<file path="config.mk">
export PLATFORM = sky130hd
export DESIGN_NAME = asp_top
export DESIGN_NICKNAME = d
export VERILOG_FILES = /design/src/rtl/asp_pkg.sv /design/src/rtl/asp_tx_if.sv /design/src/rtl/asp_top.sv /design/src/rtl/asp_tx.sv
export SDC_FILE = /design/constraint.sdc
export NUM_CORES = 1
export LEC_CHECK = 0
export ABC_AREA = 0
export BUFFER_PORTS_ARGS = -buffer_cell sky130_fd_sc_hd__buf_2
export CAP_MARGIN = 20
export CORE_UTILIZATION = 39
export CTS_CLUSTER_DIAMETER = 30
export CTS_CLUSTER_SIZE = 24
export DETAILED_ROUTE_END_ITERATION = 6
export GPL_TIMING_DRIVEN = 0
export SLEW_MARGIN = 20
export SYNTH_ARGS = -nofsm -noshare
export SYNTH_HDL_FRONTEND = slang
export SYNTH_HIERARCHICAL = 1
export SYNTH_SLANG_ARGS = --single-unit
</file>
<file path="constraint.sdc">
create_clock -name clk_i -period 8.6 [get_ports clk_i]
set_input_delay 1.72 -clock clk_i [delete_from_list [all_inputs] [get_ports clk_i]]
set_output_delay 1.72 -clock clk_i [all_outputs]
set_load 0.005 [all_outputs]
</file>
<file path="src/rtl/asp_pkg.sv">
/*
 * Shared constants and types for the ARINC status and pin-output block.
 * Assumes a 125 MHz system clock and a Wishbone classic register bus.
 */
`default_nettype none

package asp_pkg;
  localparam int ASP_DW = 32;
  localparam int ASP_AW = 8;
  // Register byte offsets
  localparam logic [7:0] ASP_OFS_CTRL = 8'h00;
  localparam logic [7:0] ASP_OFS_TXDATA = 8'h04;
  localparam logic [7:0] ASP_OFS_STATUS = 8'h08;
  localparam logic [7:0] ASP_OFS_FLAGASG = 8'h0C;
  localparam logic [7:0] ASP_OFS_MBCLR = 8'h10;
  localparam logic [7:0] ASP_OFS_IRQSTAT = 8'h14;
  localparam logic [7:0] ASP_OFS_IRQCLR = 8'h18;
  localparam logic [7:0] ASP_OFS_IRQEN = 8'h1C;
  localparam logic [7:0] ASP_OFS_SPI = 8'h20;
  // Control fields
  localparam int ASP_CTRL_RATE = 0;
  localparam int ASP_CTRL_TXEN = 1;
  localparam logic [1:0] ASP_CTRL_RST = 2'h0;
  localparam logic [7:0] ASP_FLAGASG_RST = 8'h00;
  localparam logic [7:0] ASP_SPI_TX_RST = 8'h00;
  // Interrupt status bit positions
  localparam int ASP_IRQ_N = 4;
  localparam int ASP_IRQ_TX_SENT = 0;
  localparam int ASP_IRQ_TX_EMPTY = 1;
  localparam int ASP_IRQ_SPI_BYTE = 2;
  localparam int ASP_IRQ_MBOX = 3;
  // Transmit FIFO
  localparam int ASP_TX_DEPTH = 32;
  localparam int ASP_TX_PTR_W = 5;
  localparam int ASP_TX_CNT_W = 6;
  localparam logic [5:0] ASP_TX_FULL_CNT = 6'h20;
  // Serializer timing in rising link clock edges
  localparam logic [7:0] ASP_HALF_HI = 8'h05;
  localparam logic [7:0] ASP_HALF_LO = 8'h28;
  localparam logic [5:0] ASP_LAST_BIT = 6'h1F;
  localparam logic [3:0] ASP_GAP_HALVES = 4'h8;

  typedef enum logic [1:0] {ASP_TX_IDLE, ASP_TX_BITS, ASP_TX_GAP} asp_tx_state_t;
  typedef enum logic [1:0] {ASP_SEL_NEMPTY, ASP_SEL_HALF, ASP_SEL_FULL, ASP_SEL_MBOX} asp_sel_t;
endpackage : asp_pkg

`default_nettype wire

</file>
<file path="src/rtl/asp_tx_if.sv">
/*
 * Link between the register side and the ARINC word serializer.
 * Assumes both ends run on the same system clock.
 */
`default_nettype none

interface asp_tx_if;
  logic [31:0] word;
  logic valid;
  logic take;
  logic done;
  logic tick;
  logic rate;
  logic clear;
  logic pos;
  logic neg;
  modport src (output word, output valid, output tick, output rate, output clear,
               input take, input done, input pos, input neg);
  modport tx (input word, input valid, input tick, input rate, input clear,
              output take, output done, output pos, output neg);
endinterface : asp_tx_if

`default_nettype wire
</file>
<file path="src/rtl/asp_top.sv">
/*
 * Pin-level status, transmit FIFO and output logic of a dual receiver,
 * single transmitter ARINC controller with a Wishbone register port.
 * Assumes receive logic on the same clock supplies FIFO levels and
 * mailbox load pulses; pin inputs are asynchronous.
 */
// Decided for this implementation: the Wishbone register port and the register addresses.
`default_nettype none

module asp_top (
  input wire logic clk_i,
  input wire logic rst_i,
  input wire logic wb_cyc_i,
  input wire logic wb_stb_i,
  input wire logic wb_we_i,
  input wire logic [asp_pkg::ASP_AW-1:0] wb_adr_i,
  input wire logic [3:0] wb_sel_i,
  input wire logic [asp_pkg::ASP_DW-1:0] wb_dat_i,
  output logic [asp_pkg::ASP_DW-1:0] wb_dat_o,
  output logic wb_ack_o,
  input wire logic master_clear_input_i,
  input wire logic arinc_clk_i,
  input wire logic spi_cs_n_i,
  input wire logic spi_sclk_i,
  input wire logic spi_si_i,
  output logic spi_so_o,
  input wire logic [5:0] rx_mailbox_load_i,
  input wire logic [1:0] rx_fifo_nempty_i,
  input wire logic [1:0] rx_fifo_half_i,
  input wire logic [1:0] rx_fifo_full_i,
  output logic rx_fifo_clear_o,
  output logic rx1_mailbox1_ready_o,
  output logic rx1_mailbox2_ready_o,
  output logic rx1_mailbox3_ready_o,
  output logic rx2_mailbox1_ready_o,
  output logic rx2_mailbox2_ready_o,
  output logic rx2_mailbox3_ready_o,
  output logic rx1_interrupt_out_o,
  output logic rx2_interrupt_out_o,
  output logic rx1_flag_out_o,
  output logic rx2_flag_out_o,
  output logic tx_fifo_empty_out_o,
  output logic tx_fifo_full_out_o,
  output logic tx_digital_pos_o,
  output logic tx_digital_neg_o,
  output logic tx_speed_select_out_o,
  output logic irq_o
);
  import asp_pkg::*;

  function automatic logic sel_cond(input logic [1:0] sel, input logic nempty, input logic half,
                                    input logic full, input logic mbox);
    case (asp_sel_t'(sel))
      ASP_SEL_NEMPTY: sel_cond = nempty;
      ASP_SEL_HALF: sel_cond = half;
      ASP_SEL_FULL: sel_cond = full;
      default: sel_cond = mbox;
    endcase
  endfunction : sel_cond

  function automatic logic [31:0] byte_merge(input logic [31:0] old, input logic [31:0] nw,
                                             input logic [3:0] sel);
    logic [31:0] m;
    m = {{8{sel[3]}}, {8{sel[2]}}, {8{sel[1]}}, {8{sel[0]}}};
    byte_merge = (old & ~m) | (nw & m);
  endfunction : byte_merge

  // Pin synchronisers; stage 0 feeds only stage 1
  logic [2:0] mc_sync_r;
  logic [2:0] ac_sync_r;
  logic [2:0] cs_sync_r;
  logic [2:0] sck_sync_r;
  logic [1:0] si_sync_r;

  always_ff @(posedge clk_i) begin
    if (rst_i) begin
      mc_sync_r <= 3'h0;
      ac_sync_r <= 3'h0;
      cs_sync_r <= 3'h7;
      sck_sync_r <= 3'h0;
      si_sync_r <= 2'h0;
    end else begin
      mc_sync_r <= {mc_sync_r[1:0], master_clear_input_i};
      ac_sync_r <= {ac_sync_r[1:0], arinc_clk_i};
      cs_sync_r <= {cs_sync_r[1:0], spi_cs_n_i};
      sck_sync_r <= {sck_sync_r[1:0], spi_sclk_i};
      si_sync_r <= {si_sync_r[0], spi_si_i};
    end
  end

  // Master clear acts for as long as the pin is high
  wire mclr = mc_sync_r[1];
  wire clr_all = rst_i || mclr;
  wire aclk_tick = ac_sync_r[1] && !ac_sync_r[2];
  wire cs_low = !cs_sync_r[1];
  wire cs_fall = !cs_sync_r[1] && cs_sync_r[2];
  wire sck_rise = sck_sync_r[1] && !sck_sync_r[2];
  wire sck_fall = !sck_sync_r[1] && sck_sync_r[2];

  // Wishbone decode; writes land on the acknowledging edge
  logic ack_r;
  logic [31:0] dat_r;
  wire wb_req = wb_cyc_i && wb_stb_i;
  wire wb_wr = wb_req && wb_we_i && ack_r;
  wire hit_ctrl = wb_adr_i == ASP_OFS_CTRL;
  wire hit_txdata = wb_adr_i == ASP_OFS_TXDATA;
  wire hit_status = wb_adr_i == ASP_OFS_STATUS;
  wire hit_flagasg = wb_adr_i == ASP_OFS_FLAGASG;
  wire hit_mbclr = wb_adr_i == ASP_OFS_MBCLR;
  wire hit_irqstat = wb_adr_i == ASP_OFS_IRQSTAT;
  wire hit_irqclr = wb_adr_i == ASP_OFS_IRQCLR;
  wire hit_irqen = wb_adr_i == ASP_OFS_IRQEN;
  wire hit_spi = wb_adr_i == ASP_OFS_SPI;
  wire [31:0] wdat = byte_merge(32'h0000_0000, wb_dat_i, wb_sel_i);

  // Control and status state
  logic [1:0] ctrl_r;
  logic [7:0] flag_asg_r;
  logic [5:0] mbox_r;
  logic [ASP_IRQ_N-1:0] irq_stat_r;
  logic [ASP_IRQ_N-1:0] irq_en_r;
  logic irq_r;
  logic [7:0] spi_tx_r;
  logic [7:0] spi_rx_r;
  logic [7:0] spi_sh_r;
  logic [7:0] spi_out_r;
  logic [2:0] spi_bit_r;
  logic spi_so_r;
  logic rx_clr_r;
  logic [3:0] flags_r;

  // Transmit FIFO
  logic [31:0] tx_mem [0:ASP_TX_DEPTH-1];
  logic [ASP_TX_PTR_W-1:0] wr_ptr_r;
  logic [ASP_TX_PTR_W-1:0] rd_ptr_r;
  logic [ASP_TX_CNT_W-1:0] tx_cnt_r;
  logic tx_empty_r;
  logic tx_full_r;

  asp_tx_if txb ();

  // Words written while full are dropped
  wire tx_push = wb_wr && hit_txdata && (tx_cnt_r != ASP_TX_FULL_CNT);
  wire tx_pop = txb.take;
  wire [ASP_TX_CNT_W-1:0] tx_cnt_nxt = tx_cnt_r + {5'h00, tx_push} - {5'h00, tx_pop};

  assign txb.word = tx_mem[rd_ptr_r];
  assign txb.valid = (tx_cnt_r != 6'h00) && ctrl_r[ASP_CTRL_TXEN];
  assign txb.tick = aclk_tick;
  assign txb.rate = ctrl_r[ASP_CTRL_RATE];
  assign txb.clear = mclr;

  asp_tx u_tx (
    .clk_i(clk_i),
    .rst_i(rst_i),
    .bus(txb.tx)
  );

  always_ff @(posedge clk_i) begin
    if (tx_push) begin
      tx_mem[wr_ptr_r] <= wdat;
    end
  end

  always_ff @(posedge clk_i) begin
    if (clr_all) begin
      wr_ptr_r <= '0;
      rd_ptr_r <= '0;
      tx_cnt_r <= '0;
      tx_empty_r <= 1'b1;
      tx_full_r <= 1'b0;
    end else begin
      if (tx_push) begin
        wr_ptr_r <= wr_ptr_r + 5'h01;
      end
      if (tx_pop) begin
        rd_ptr_r <= rd_ptr_r + 5'h01;
      end
      tx_cnt_r <= tx_cnt_nxt;
      tx_empty_r <= tx_cnt_nxt == 6'h00;
      tx_full_r <= tx_cnt_nxt == ASP_TX_FULL_CNT;
    end
  end

  // Hardware sets win over software clears
  wire spi_done = cs_low && sck_rise && (spi_bit_r == 3'h7);
  wire [ASP_IRQ_N-1:0] irq_ev = {|rx_mailbox_load_i, spi_done,
                                 tx_pop && (tx_cnt_r == 6'h01) && !tx_push, txb.done};
  wire [ASP_IRQ_N-1:0] irq_clr = (wb_wr && hit_irqclr) ? wdat[ASP_IRQ_N-1:0] : '0;
  wire [5:0] mb_clr = (wb_wr && hit_mbclr) ? wdat[5:0] : 6'h00;

  always_ff @(posedge clk_i) begin
    if (clr_all) begin
      mbox_r <= 6'h00;
      irq_stat_r <= '0;
      rx_clr_r <= mclr;
    end else begin
      mbox_r <= (mbox_r & ~mb_clr) | rx_mailbox_load_i;
      irq_stat_r <= (irq_stat_r & ~irq_clr) | irq_ev;
      rx_clr_r <= 1'b0;
    end
  end

  always_ff @(posedge clk_i) begin
    if (rst_i) begin
      ctrl_r <= ASP_CTRL_RST;
      flag_asg_r <= ASP_FLAGASG_RST;
      irq_en_r <= '0;
      spi_tx_r <= ASP_SPI_TX_RST;
    end else if (wb_wr) begin
      if (hit_ctrl) begin
        ctrl_r <= wdat[1:0];
      end
      if (hit_flagasg) begin
        flag_asg_r <= wdat[7:0];
      end
      if (hit_irqen) begin
        irq_en_r <= wdat[ASP_IRQ_N-1:0];
      end
      if (hit_spi) begin
        spi_tx_r <= wdat[7:0];
      end
    end
  end

  // Flag and interrupt pins per receiver
  always_ff @(posedge clk_i) begin
    if (clr_all) begin
      flags_r <= 4'h0;
      irq_r <= 1'b0;
    end else begin
      flags_r[0] <= sel_cond(flag_asg_r[1:0], rx_fifo_nempty_i[0], rx_fifo_half_i[0],
                             rx_fifo_full_i[0], |mbox_r[2:0]);
      flags_r[1] <= sel_cond(flag_asg_r[3:2], rx_fifo_nempty_i[0], rx_fifo_half_i[0],
                             rx_fifo_full_i[0], |mbox_r[2:0]);
      flags_r[2] <= sel_cond(flag_asg_r[5:4], rx_fifo_nempty_i[1], rx_fifo_half_i[1],
                             rx_fifo_full_i[1], |mbox_r[5:3]);
      flags_r[3] <= sel_cond(flag_asg_r[7:6], rx_fifo_nempty_i[1], rx_fifo_half_i[1],
                             rx_fifo_full_i[1], |mbox_r[5:3]);
      irq_r <= |(irq_stat_r & irq_en_r);
    end
  end

  // Serial port, mode 0, MSB first
  always_ff @(posedge clk_i) begin
    if (rst_i) begin
      spi_sh_r <= 8'h00;
      spi_out_r <= 8'h00;
      spi_bit_r <= 3'h0;
      spi_rx_r <= 8'h00;
      spi_so_r <= 1'b0;
    end else if (!cs_low) begin
      spi_so_r <= 1'b0;
    end else if (cs_fall) begin
      spi_out_r <= spi_tx_r;
      spi_bit_r <= 3'h0;
      spi_so_r <= spi_tx_r[7];
    end else if (sck_rise) begin
      spi_sh_r <= {spi_sh_r[6:0], si_sync_r[1]};
      spi_bit_r <= spi_bit_r + 3'h1;
      if (spi_bit_r == 3'h7) begin
        spi_rx_r <= {spi_sh_r[6:0], si_sync_r[1]};
      end
    end else if (sck_fall) begin
      spi_out_r <= {spi_out_r[6:0], 1'b0};
      spi_so_r <= spi_out_r[6];
    end
  end

  // Read mux; unmapped addresses read zero
  wire [31:0] status_w = {16'h0000, mbox_r, tx_full_r, tx_empty_r, 2'h0, tx_cnt_r};
  wire [31:0] rd_mux =
    hit_ctrl ? {30'h0000_0000, ctrl_r} :
    hit_status ? status_w :
    hit_flagasg ? {24'h00_0000, flag_asg_r} :
    hit_irqstat ? {28'h000_0000, irq_stat_r} :
    hit_irqen ? {28'h000_0000, irq_en_r} :
    hit_spi ? {24'h00_0000, spi_rx_r} : 32'h0000_0000;

  always_ff @(posedge clk_i) begin
    if (rst_i) begin
      ack_r <= 1'b0;
      dat_r <= 32'h0000_0000;
    end else begin
      ack_r <= wb_req && !ack_r;
      if (wb_req && !ack_r) begin
        dat_r <= rd_mux;
      end
    end
  end

  assign wb_ack_o = ack_r;
  assign wb_dat_o = dat_r;
  assign spi_so_o = spi_so_r;
  assign rx_fifo_clear_o = rx_clr_r;
  assign rx1_mailbox1_ready_o = mbox_r[0];
  assign rx1_mailbox2_ready_o = mbox_r[1];
  assign rx1_mailbox3_ready_o = mbox_r[2];
  assign rx2_mailbox1_ready_o = mbox_r[3];
  assign rx2_mailbox2_ready_o = mbox_r[4];
  assign rx2_mailbox3_ready_o = mbox_r[5];
  assign rx1_flag_out_o = flags_r[0];
  assign rx1_interrupt_out_o = flags_r[1];
  assign rx2_flag_out_o = flags_r[2];
  assign rx2_interrupt_out_o = flags_r[3];
  assign tx_fifo_empty_out_o = tx_empty_r;
  assign tx_fifo_full_out_o = tx_full_r;
  assign tx_digital_pos_o = txb.pos;
  assign tx_digital_neg_o = txb.neg;
  assign tx_speed_select_out_o = ctrl_r[ASP_CTRL_RATE];
  assign irq_o = irq_r;
endmodule : asp_top

`default_nettype wire

</file>
<file path="src/rtl/asp_tx.sv">
/*
 * ARINC word serializer: return-to-zero bits on two digital outputs.
 * Assumes one tick per rising link clock edge and a word held while valid.
 */
`default_nettype none

module asp_tx (
  input wire logic clk_i,
  input wire logic rst_i,
  asp_tx_if.tx bus
);
  import asp_pkg::*;

  asp_tx_state_t state_r;
  logic [31:0] sh_r;
  logic [5:0] bit_r;
  logic phase_r;
  logic [7:0] tick_cnt_r;
  logic [3:0] gap_r;
  logic pos_r;
  logic neg_r;
  logic take_r;
  logic done_r;

  // Low speed when the rate bit is high
  wire [7:0] half_len = bus.rate ? ASP_HALF_LO : ASP_HALF_HI;
  wire half_end = bus.tick && (tick_cnt_r == half_len - 8'h01);

  assign bus.pos = pos_r;
  assign bus.neg = neg_r;
  assign bus.take = take_r;
  assign bus.done = done_r;

  always_ff @(posedge clk_i) begin
    take_r <= 1'b0;
    done_r <= 1'b0;
    if (rst_i || bus.clear) begin
      state_r <= ASP_TX_IDLE;
      sh_r <= 32'h0000_0000;
      bit_r <= 6'h00;
      phase_r <= 1'b0;
      tick_cnt_r <= 8'h00;
      gap_r <= 4'h0;
      pos_r <= 1'b0;
      neg_r <= 1'b0;
    end else begin
      if (bus.tick) begin
        tick_cnt_r <= half_end ? 8'h00 : tick_cnt_r + 8'h01;
      end
      case (state_r)
        ASP_TX_IDLE: begin
          if (bus.valid) begin
            sh_r <= bus.word;
            take_r <= 1'b1;
            bit_r <= 6'h00;
            phase_r <= 1'b0;
            tick_cnt_r <= 8'h00;
            pos_r <= bus.word[0];
            neg_r <= ~bus.word[0];
            state_r <= ASP_TX_BITS;
          end
        end
        ASP_TX_BITS: begin
          if (half_end) begin
            if (!phase_r) begin
              // Return to zero for the second half of each bit
              phase_r <= 1'b1;
              pos_r <= 1'b0;
              neg_r <= 1'b0;
            end else if (bit_r == ASP_LAST_BIT) begin
              done_r <= 1'b1;
              gap_r <= 4'h0;
              state_r <= ASP_TX_GAP;
            end else begin
              phase_r <= 1'b0;
              bit_r <= bit_r + 6'h01;
              sh_r <= {1'b0, sh_r[31:1]};
              pos_r <= sh_r[1];
              neg_r <= ~sh_r[1];
            end
          end
        end
        ASP_TX_GAP: begin
          if (half_end) begin
            if (gap_r == ASP_GAP_HALVES - 4'h1) begin
              state_r <= ASP_TX_IDLE;
            end else begin
              gap_r <= gap_r + 4'h1;
            end
          end
        end
        default: begin
          state_r <= ASP_TX_IDLE;
        end
      endcase
    end
  end
endmodule : asp_tx

`default_nettype wire

</file>
# [Word-level counts from Yosys, hierarchy flattened]
# Memories as Yosys holds them, arrays and structs flattened. A register that Yosys moved wholly into a read port is not among the register bits.
# Cells that the tools add are included.
[totals] elab_cells=223 ramBits=1024 register_bits=185 inputBits=66 n_memories=1 out_inout_bits=51
[mem_list] name="tx_mem" words=32 width=32 rd=1 rd_clocked_by_memory_dff=1 wr=1 line_no="asp_top.sv:133" rtl="logic [31:0] tx_mem [0:ASP_TX_DEPTH-1];"
[classes] bitwise=16 add_sub_neg=9 eq_ne=35 n_mux=68 n_reduce_logical=58
[ops] op="32-bit 2-to-1 mux" n=4
[ops] op="8-bit 2-to-1 mux" n=8
[ops] op="32-bit case mux with 2 select lines" n=1
[ops] op="6-bit 2-to-1 mux" n=6
[ops] op="32-bit AND" n=1
[ops] op="8-bit by 5-bit equality test with 1-bit output, second input constant" n=4
[ops] op="16-bit 2-to-1 mux" n=2
[ops] op="4-bit 2-to-1 mux" n=6
[ops] op="7-bit 2-to-1 mux" n=3
[ops] op="1-bit logical AND" n=18
[ops] op="1-bit 2-to-1 mux" n=18
[ops] op="8-bit by 4-bit equality test with 1-bit output, second input constant" n=2
[ops] op="2-bit 2-to-1 mux" n=6
[ops] op="1-bit case mux with 3 select lines" n=4
[ops] op="6-bit case mux with 2 select lines" n=1
[ops] op="2-bit AND reduction" n=6
[ops] op="6-bit AND reduction" n=2
[ops] op="5-bit by 1-bit adder with 5-bit output, second input constant" n=2
[ops] op="2-bit by 1-bit equality test with 1-bit output, second input constant" n=5
[ops] op="2-bit equality test, second input constant" n=5
[ops] op="2-bit logical NOT" n=5
[ops] op="5-bit 2-to-1 mux" n=2
[ops] op="2-bit by 1-bit inequality test with 1-bit output, second input constant" n=5
[ops] op="3-bit AND reduction" n=3
[ops] op="other kinds (41)" n=67

# [Logic depth before layout (Yosys ltp)]
# Gate-level depths: netlist of run 1.
[depth] ltp_word=8 depth_mapped=17 mapped_depth_nobuf=16

# [By module]
# Netlist of run 1, hierarchy kept.
[modules_own_cells] mod="asp_top" area_per_inst_um2=44487.7 cells_per_inst=2615 n_inst=1 seq_area_each_um2=33091.7
[modules_own_cells] mod="asp_tx" area_per_inst_um2=2856.5 cells_per_inst=320 n_inst=1 seq_area_each_um2=1121.1

# [Worst setup path after synthesis of run 1]
# OpenSTA, ideal clock, no wires.
[synth_path] kind="input to register" start="input wb_adr_i[2] (netlist bit)" end="memory tx_mem[30][0] (enable)" required_ps=8179 arrival_ps=4224 cell_stages=7 setup_slack_ps=3955 setup_ps=421 n_path_buf=2 path_cell_list="buf_6 or3b_4 a31oi_4 and3_1 buf_6 nand2_1 nor2_1"
[synth_via] elab_chain_len=5
[synth_lines] item="start, declared" line_no="asp_top.sv:16" rtl="input wire logic [asp_pkg::ASP_AW-1:0] wb_adr_i,"
[synth_lines] item="8-bit by 3-bit equality test with 1-bit output" line_no="asp_top.sv:106" rtl="wire hit_txdata = wb_adr_i == ASP_OFS_TXDATA;"
[synth_lines] item="1-bit logical AND (2 in series)" line_no="asp_top.sv:143" rtl="wire tx_push = wb_wr && hit_txdata && (tx_cnt_r != ASP_TX_FULL_CNT);"
[synth_lines] item="1-bit 2-to-1 mux" line_no="asp_top.sv:160" rtl="if (tx_push) begin"
[synth_lines] item="1-bit 2-to-1 mux (not written as such)" line_no="asp_top.sv:161" rtl="tx_mem[wr_ptr_r] <= wdat;"
[synth_lines] item="end, declared" line_no="asp_top.sv:133"
# Every way passes these cells.

# [Worst setup path in the final report of run 1]
[layout_path] start="input wb_adr_i[5] (netlist bit)" end="memory tx_mem[2][26] (enable)"
# Same word-level chain as after synthesis.

==> results_dict.tcl, run 1 <==
set metrics [dict create \
    slew_viol_final 0 \
    power_density_mw_per_mm2 245 \
    drtIter0Drc 2306 \
    relSlewSlack 0.228 \
    vias 26600 \
    io_pins 117 \
    endpoint_kind "register" \
    cts-buffers-inserted 188 \
    h-tree-depth 4 \
    crit_arrival_ns 4.45 \
    place_congestion 0.847 \
    critPathKind "in2reg" \
    postCtsSetupRepairBufs 0 \
    insertion_delay_ns 0.78 \
    syn2layout_area_growth_pct 21.4 \
    vias_per_cell 5.27 \
    worst-slew-pin-transition_ns 1.15 \
    synth_area_leaders "edfxtp_1, dfxtp_1, mux4_2, mux2i_1, a21oi_1" \
    die_area_mm2 0.123 \
    synth_top_area_cell "edfxtp_1" \
    tns_ns 0 \
    synth_area_per_cell_um2 16.1 \
    first_global_vias 26500 \
    cts_tree "built" \
    drt-total-wl_um 114000 \
    diodes 0 \
    ctsHoldBuffers 0 \
    ys_async_sr_fraction 0 \
    grt_pass1_wl_um 169000 \
    start_util 0.394 \
    ff2ff_setup_slack_ns 4.71 \
    ys.warnings.count 6 \
    period_share 0.464 \
    overflow 0 \
    drc_errors 0 \
    outcome "complete, no violations" \
    grtUsageTotal 0.186 \
    grt_max_degree 36 \
    port_buffers 99 \
    place_area_mm2 0.0510 \
    wl_per_cell_um 22.6 \
    synth_edf_count 1024 \
    final_layout_size_suffix_gt1_frac 0.216 \
    min_period_ns 3.99 \
    ys_ff_latch 1197 \
    setup_viol 0 \
    crit_fanout 17 \
    hold_violations 0 \
    final_common_cell "edfxtp_1" \
    skew_ns 0.0414 \
    yosysSeqAreaShare 0.723 \
    netlist_instances 2935 \
    fp.dieH_um 350 \
    antenna_left 0 \
    die-width_um 350 \
    ys.flop_type "edfxtp_1" \
    antenna_found_initial 0 \
    rows 127 \
    power_leakage_uw 0.0174 \
    final_cells 5043 \
    crit_required_ns 9.06 \
    worstSetupStartpointType "input pin" \
    drtPass1Iterations 5 \
    ctsRootBufferMaster "clkbuf_16" \
    max_freq_mhz 251 \
    clkTransAtPathRegs_ns 0.05 \
    final_cell_area_mm2 0.0575 \
    place_hpwl_um 77000 \
    yosysTopAreaCellShare 0.649 \
    vdd_ir_drop_max_uv 202 \
    min_path_type "reg2reg" \
    nets 3361 \
    dp.cells 4695 \
    cts.path.max_buffers 3 \
    cts-resized-gates 0 \
    maxCapViolations 0 \
    rsz0062_at_grt "no" \
    coreArea_mm2 0.120 \
    cts.sinks 1197 \
    synth_cell_types 68 \
    final_cell_mix "edfxtp_1, mux2i_1, a21oi_1" \
    netlist_area_mm2 0.0473 \
]
[path summary, 6_finish.rpt]
check                from       endpoint  depth (start not counted)
max reg2reg      register   u_tx/sh_r[1]                         11
min          cs_sync_r[0]   cs_sync_r[1]                          1
min reg2reg  cs_sync_r[0]   cs_sync_r[1]                          1
max           wb_adr_i[5]  tx_mem[2][26]                          7
[flip-flops by register name, indices dropped and copies added, names as in the netlist, 3 cells and up, named ones only]
signal	flops
u_tx/sh_r	31
wr_ptr_r	5
cs_sync_r	3
u_tx/gap_r	4
flags_r	4
irq_stat_r	4
ac_sync_r	3
wb_dat_o	16
flag_asg_r	8
tx_mem	1024
sck_sync_r	3
irq_en_r	4
spi_bit_r	3
tx_cnt_r	6
u_tx/tick_cnt_r	8
spi_rx_r	8
spi_tx_r	8
rd_ptr_r	5
spi_out_r	7
spi_sh_r	7
mbox_r	6
u_tx/bit_r	6
[synthesized netlist by cell type, types with 7 or more instances]
cell type / n
and2_1: 30
mux2i_1: 242
nand3_1: 92
buf_4: 16
dfxtp_1: 173
mux4_2: 128
nor2_1: 118
nand4_1: 46
xor2_1: 9
nor2b_1: 155
o211ai_1: 8
a21oi_1: 195
buf_2: 48
o21ai_0: 26
nor3_1: 16
buf_1: 15
edfxtp_1: 1024
clkbuf_1: 96
inv_1: 27
a22oi_1: 77
and3_1: 8
nand2_1: 149
a211oi_1: 86
mux2_2: 30
or2_2: 7
ha_1: 19
[cells by family (layout without fill, tap and decap cells)]
group                      after synthesis  after routing  share of synthesized area
muxes                                  400            400                      0.119
and+or+nand+nor                        672            672                     0.0741
other                                    1             16                  0.0000792
AOI/OAI and AO/OA                      421            421                     0.0558
DFF                                   1197           1197                      0.723
buffers and inverters                  209            690                     0.0201
adders and majority gates               20             20                    0.00544
xor gates and xnor gates                15             15                    0.00277
[routing by layer]
layer	share of wire	up-vias	global-route usage
met2	0.48	751	0.298
met1	0.44	13500	0.258
met4	0.021	0	0.0594
li1	-	12100	-
met5	0	-	0
met3	0.055	169	0.0331
[per-stage QoR]
stage / total power, uW / worst slack, ns / hold slack [ns] / util
after global placement: 6610 / 1.96 / 0.395 / 0.415
final: 14100 / 4.61 / 0.407 / 0.478
after detailed placement: 6620 / 3.82 / 0.400 / 0.424
after global routing: 14500 / 4.54 / 0.411 / 0.478
after floorplan: 6520 / 3.96 / 0.389 / -
after CTS: 14200 / 4.64 / 0.406 / 0.478
[cell type report]
type	instances	area, um^2
fillers	10200	62700
flip-flops and latches	1197	34200
multi-input cells	1544	12500
clock buffers	226	4960
well taps	1612	2020
clock inverters	120	1470
repair buffers	135	1340
plain buffers	181	848
inverters	28	105
[worst max-delay path, stage by stage]
cell and delay [ns]:
buf_2 0.13, nor4_1 0.58, and3_1 0.27, buf_6 0.13, nand2_1 0.55, nor2_4 0.78
buf_16 0.25
[power by group]
part | switching (uW) | internal [uW]
clock network | 2660 | 4920
logic | 145 | 44.0
registers | 6.34 | 6310
total | 2810 | 11300
No activity file was read; power rests on OpenSTA's default activity.
==> run 2: changes to the inputs <==
ABC_AREA = 1   (was 0)
clock period = 3.6 ns   (was 8.6 ns; I/O delays follow)
==> results_dict.tcl, run 2 <==
set metrics [dict create \
    relSlewSlack 0.206 \
    antenna_left 0 \
    power_density_mw_per_mm2 609 \
    nets 4534 \
    tns_ns -0.0118 \
    yosysTopAreaCellShare 0.627 \
    maxCapViolations 0 \
    cts.path.max_buffers 3 \
    synth_most_common_cell "edfxtp_1" \
    crit_required_ns 4.26 \
    final_layout_size_suffix_gt1_frac 0.162 \
    min_period_ns 3.61 \
    clkTransAtPathRegs_ns 0.05 \
    max_freq_mhz 277 \
    grtUsageTotal 0.245 \
    sequentialPowerShare 0.408 \
    setup_viol 1 \
    rr_worst_depth 11 \
    cts.sinks 1197 \
    drtPass1Iterations 6 \
    worstSetupStartpointType "register" \
    critPathKind "reg2reg" \
    insertion_delay_ns 0.83 \
    synth_area_leaders "edfxtp_1, dfxtp_1, nor2_1, o221ai_1, o21bai_1" \
    synth_edf_count 1024 \
    p_clk_frac 0.566 \
    switching_share 0.220 \
    cts-buffers-inserted 219 \
    place_congestion 0.871 \
    first_global_vias 34300 \
    vdd_ir_drop_max_uv 515 \
    combPwrFrac 0.026 \
    final_common_cell "edfxtp_1" \
    worst-slew-pin-transition_ns 1.19 \
    hold_violations 0 \
    yosysSeqAreaShare 0.697 \
    wl_per_cell_um 25.0 \
    h-tree-depth 4 \
    drtIter0Drc 4747 \
    power_switching_uw 8150 \
    ys_async_sr_fraction 0 \
    grt_pass1_wl_um 227000 \
    die_area_mm2 0.127 \
    syn2layout_area_growth_pct 24.3 \
    drt-total-wl_um 157000 \
    coreArea_mm2 0.124 \
    yosys-top-cells-count "edfxtp_1, nor2_1, nand2_1" \
    power_leakage_uw 0.0214 \
    largest_reg_flops 1024 \
    synth_area_per_cell_um2 12.1 \
    skew_ns 0.0605 \
    regMostFlops "tx_mem" \
    antenna_found_initial 10 \
    synth_top_area_cell "edfxtp_1" \
    ys.flop_type "edfxtp_1" \
    io_pins 117 \
    ctsRootBufferMaster "clkbuf_16" \
    netlist_area_mm2 0.0491 \
    crit_fanout 10 \
    port_buffers 96 \
    grt_max_degree 34 \
    fillers 10800 \
    vias 35300 \
    holdPathStages 2 \
    layout_setup_ws_ns -0.0118 \
    slew_viol_final 0 \
    drc_errors 0 \
    min_path_type "in2reg" \
    die-width_um 357 \
    violations "negative setup slack" \
    synth_cell_types 45 \
    postCtsSetupRepairBufs 0 \
    ctsHoldBuffers 0 \
    p_int_uw 29000 \
    fp.dieH_um 357 \
    rows 129 \
    crit_arrival_ns 4.27 \
    netlist_instances 4052 \
    period_share 1.00 \
    place_hpwl_um 106000 \
    outcome "finished, violations left" \
    ys_ff_latch 1197 \
    start_util 0.395 \
    final_cell_mix "edfxtp_1, nor2_1, nand2_1" \
    cts_tree "built" \
    utilization 0.491 \
    endpoint_kind "register" \
    vias_per_cell 5.62 \
    ys.warnings.count 6 \
    overflow 0 \
]
==> run 2: cell count changes after synthesis, sizes merged, moves of 65 or more <==
cell / previous run / this run
mux4: 128 / 0
o221ai: 0 / 224
a22oi: 77 / 0
nor2: 118 / 654
mux2i: 242 / 0
nand3: 92 / 178
o21ai: 26 / 341
nand2: 149 / 457
a21oi: 195 / 130
buf: 85 / 156
inv: 28 / 147
nor2b: 155 / 0
a211oi: 86 / 7
o21bai: 0 / 257
==> run 2: timing repair <==
| item | in CTS | in global routing |
|---|---|---|
| resized for setup | 1 | 7 |
| endpoints found under the setup margin | 2 | 6 |
| pin swaps | 0 | 0 |
| gates cloned | 0 | 0 |
==> run 2: path summary, 6_finish.rpt <==
path / from / to / slack [ns]
worst max-delay path: register / u_tx/bus.pos / -0.01
worst min-delay path: spi_cs_n_i / cs_sync_r[0] / 0.12
worst max register to register: register / u_tx/bus.pos / -0.01
worst min register to register: ac_sync_r[0] / ac_sync_r[1] / 0.40
==> run 2: area by class of cell <==
cell class                      instances  area (um^2)  area share
Buffer                                286         1520      0.0249
Tap cell                             1637         2050      0.0336
Timing Repair Buffer                  161         1890      0.0310
Sequential cell                      1197        34200       0.561
Antenna cell                            4         10.0    0.000164
Clock buffer                          242         5610      0.0919
Inverter                              149          559     0.00917
Clock inverter                        165         2060      0.0338
Multi-Input combinational cell       2434        13100       0.214
==> run 2: per-layer routing <==
metal	global-route usage	share of wire	up-vias
li1	-	-	15700
met1	0.331	0.41	17400
met2	0.380	0.45	1944
met3	0.0585	0.10	291
met4	0.0974	0.037	2
met5	0	0.000083	-
==> run 2: cells by family after synthesis <==
logic type                 synth area share
DFF                                   0.697
adders and majority gates           0.00525
buffers and inverters                0.0422
other                             0.0000764
AOI/OAI and AO/OA                     0.141
xor gates and xnor gates            0.00125
and+or+nand+nor                       0.113
==> run 2: through the flow <==
step                total power (uW)  worst slack [ns]  hold slack, ns  instance area [um^2]  cells
floorplan                      16000            -0.567           0.388                 49100   4067
global placement               16300             -3.67           0.392                 51700   5800
detailed placement             16300            0.0148           0.394                 53100   5856
CTS                            37200             0.142          0.0868                 60800   6263
global route                   38000          -0.00363           0.109                 61000   6271
finish                         37100           -0.0118           0.122                 61000   6275
==> run 2: power groups by stage <==
stage / registers [uW] / logic [uW] / clock network (uW)
2_1_floorplan: 15400 / 582 / 0
3_3_place_gp: 15400 / 920 / 0
3_5_place_dp: 15400 / 942 / 0
4_1_cts: 15100 / 947 / 21100
5_1_grt: 15100 / 1070 / 21800
6_report: 15100 / 973 / 21000
==> run 2: critical path: stages (launching register included) <==
cell and delay (ns):
dfxtp_1 0.44, clkdlybuf4s15_1 0.84, clkbuf_1 0.69, o221ai_1 0.52, nand3_1 0.18, nand2_1 0.07
nand2_1 0.07, nand2_1 0.19, inv_1 0.20, o21ai_0 0.12, nand2_1 0.08, a21oi_1 0.06
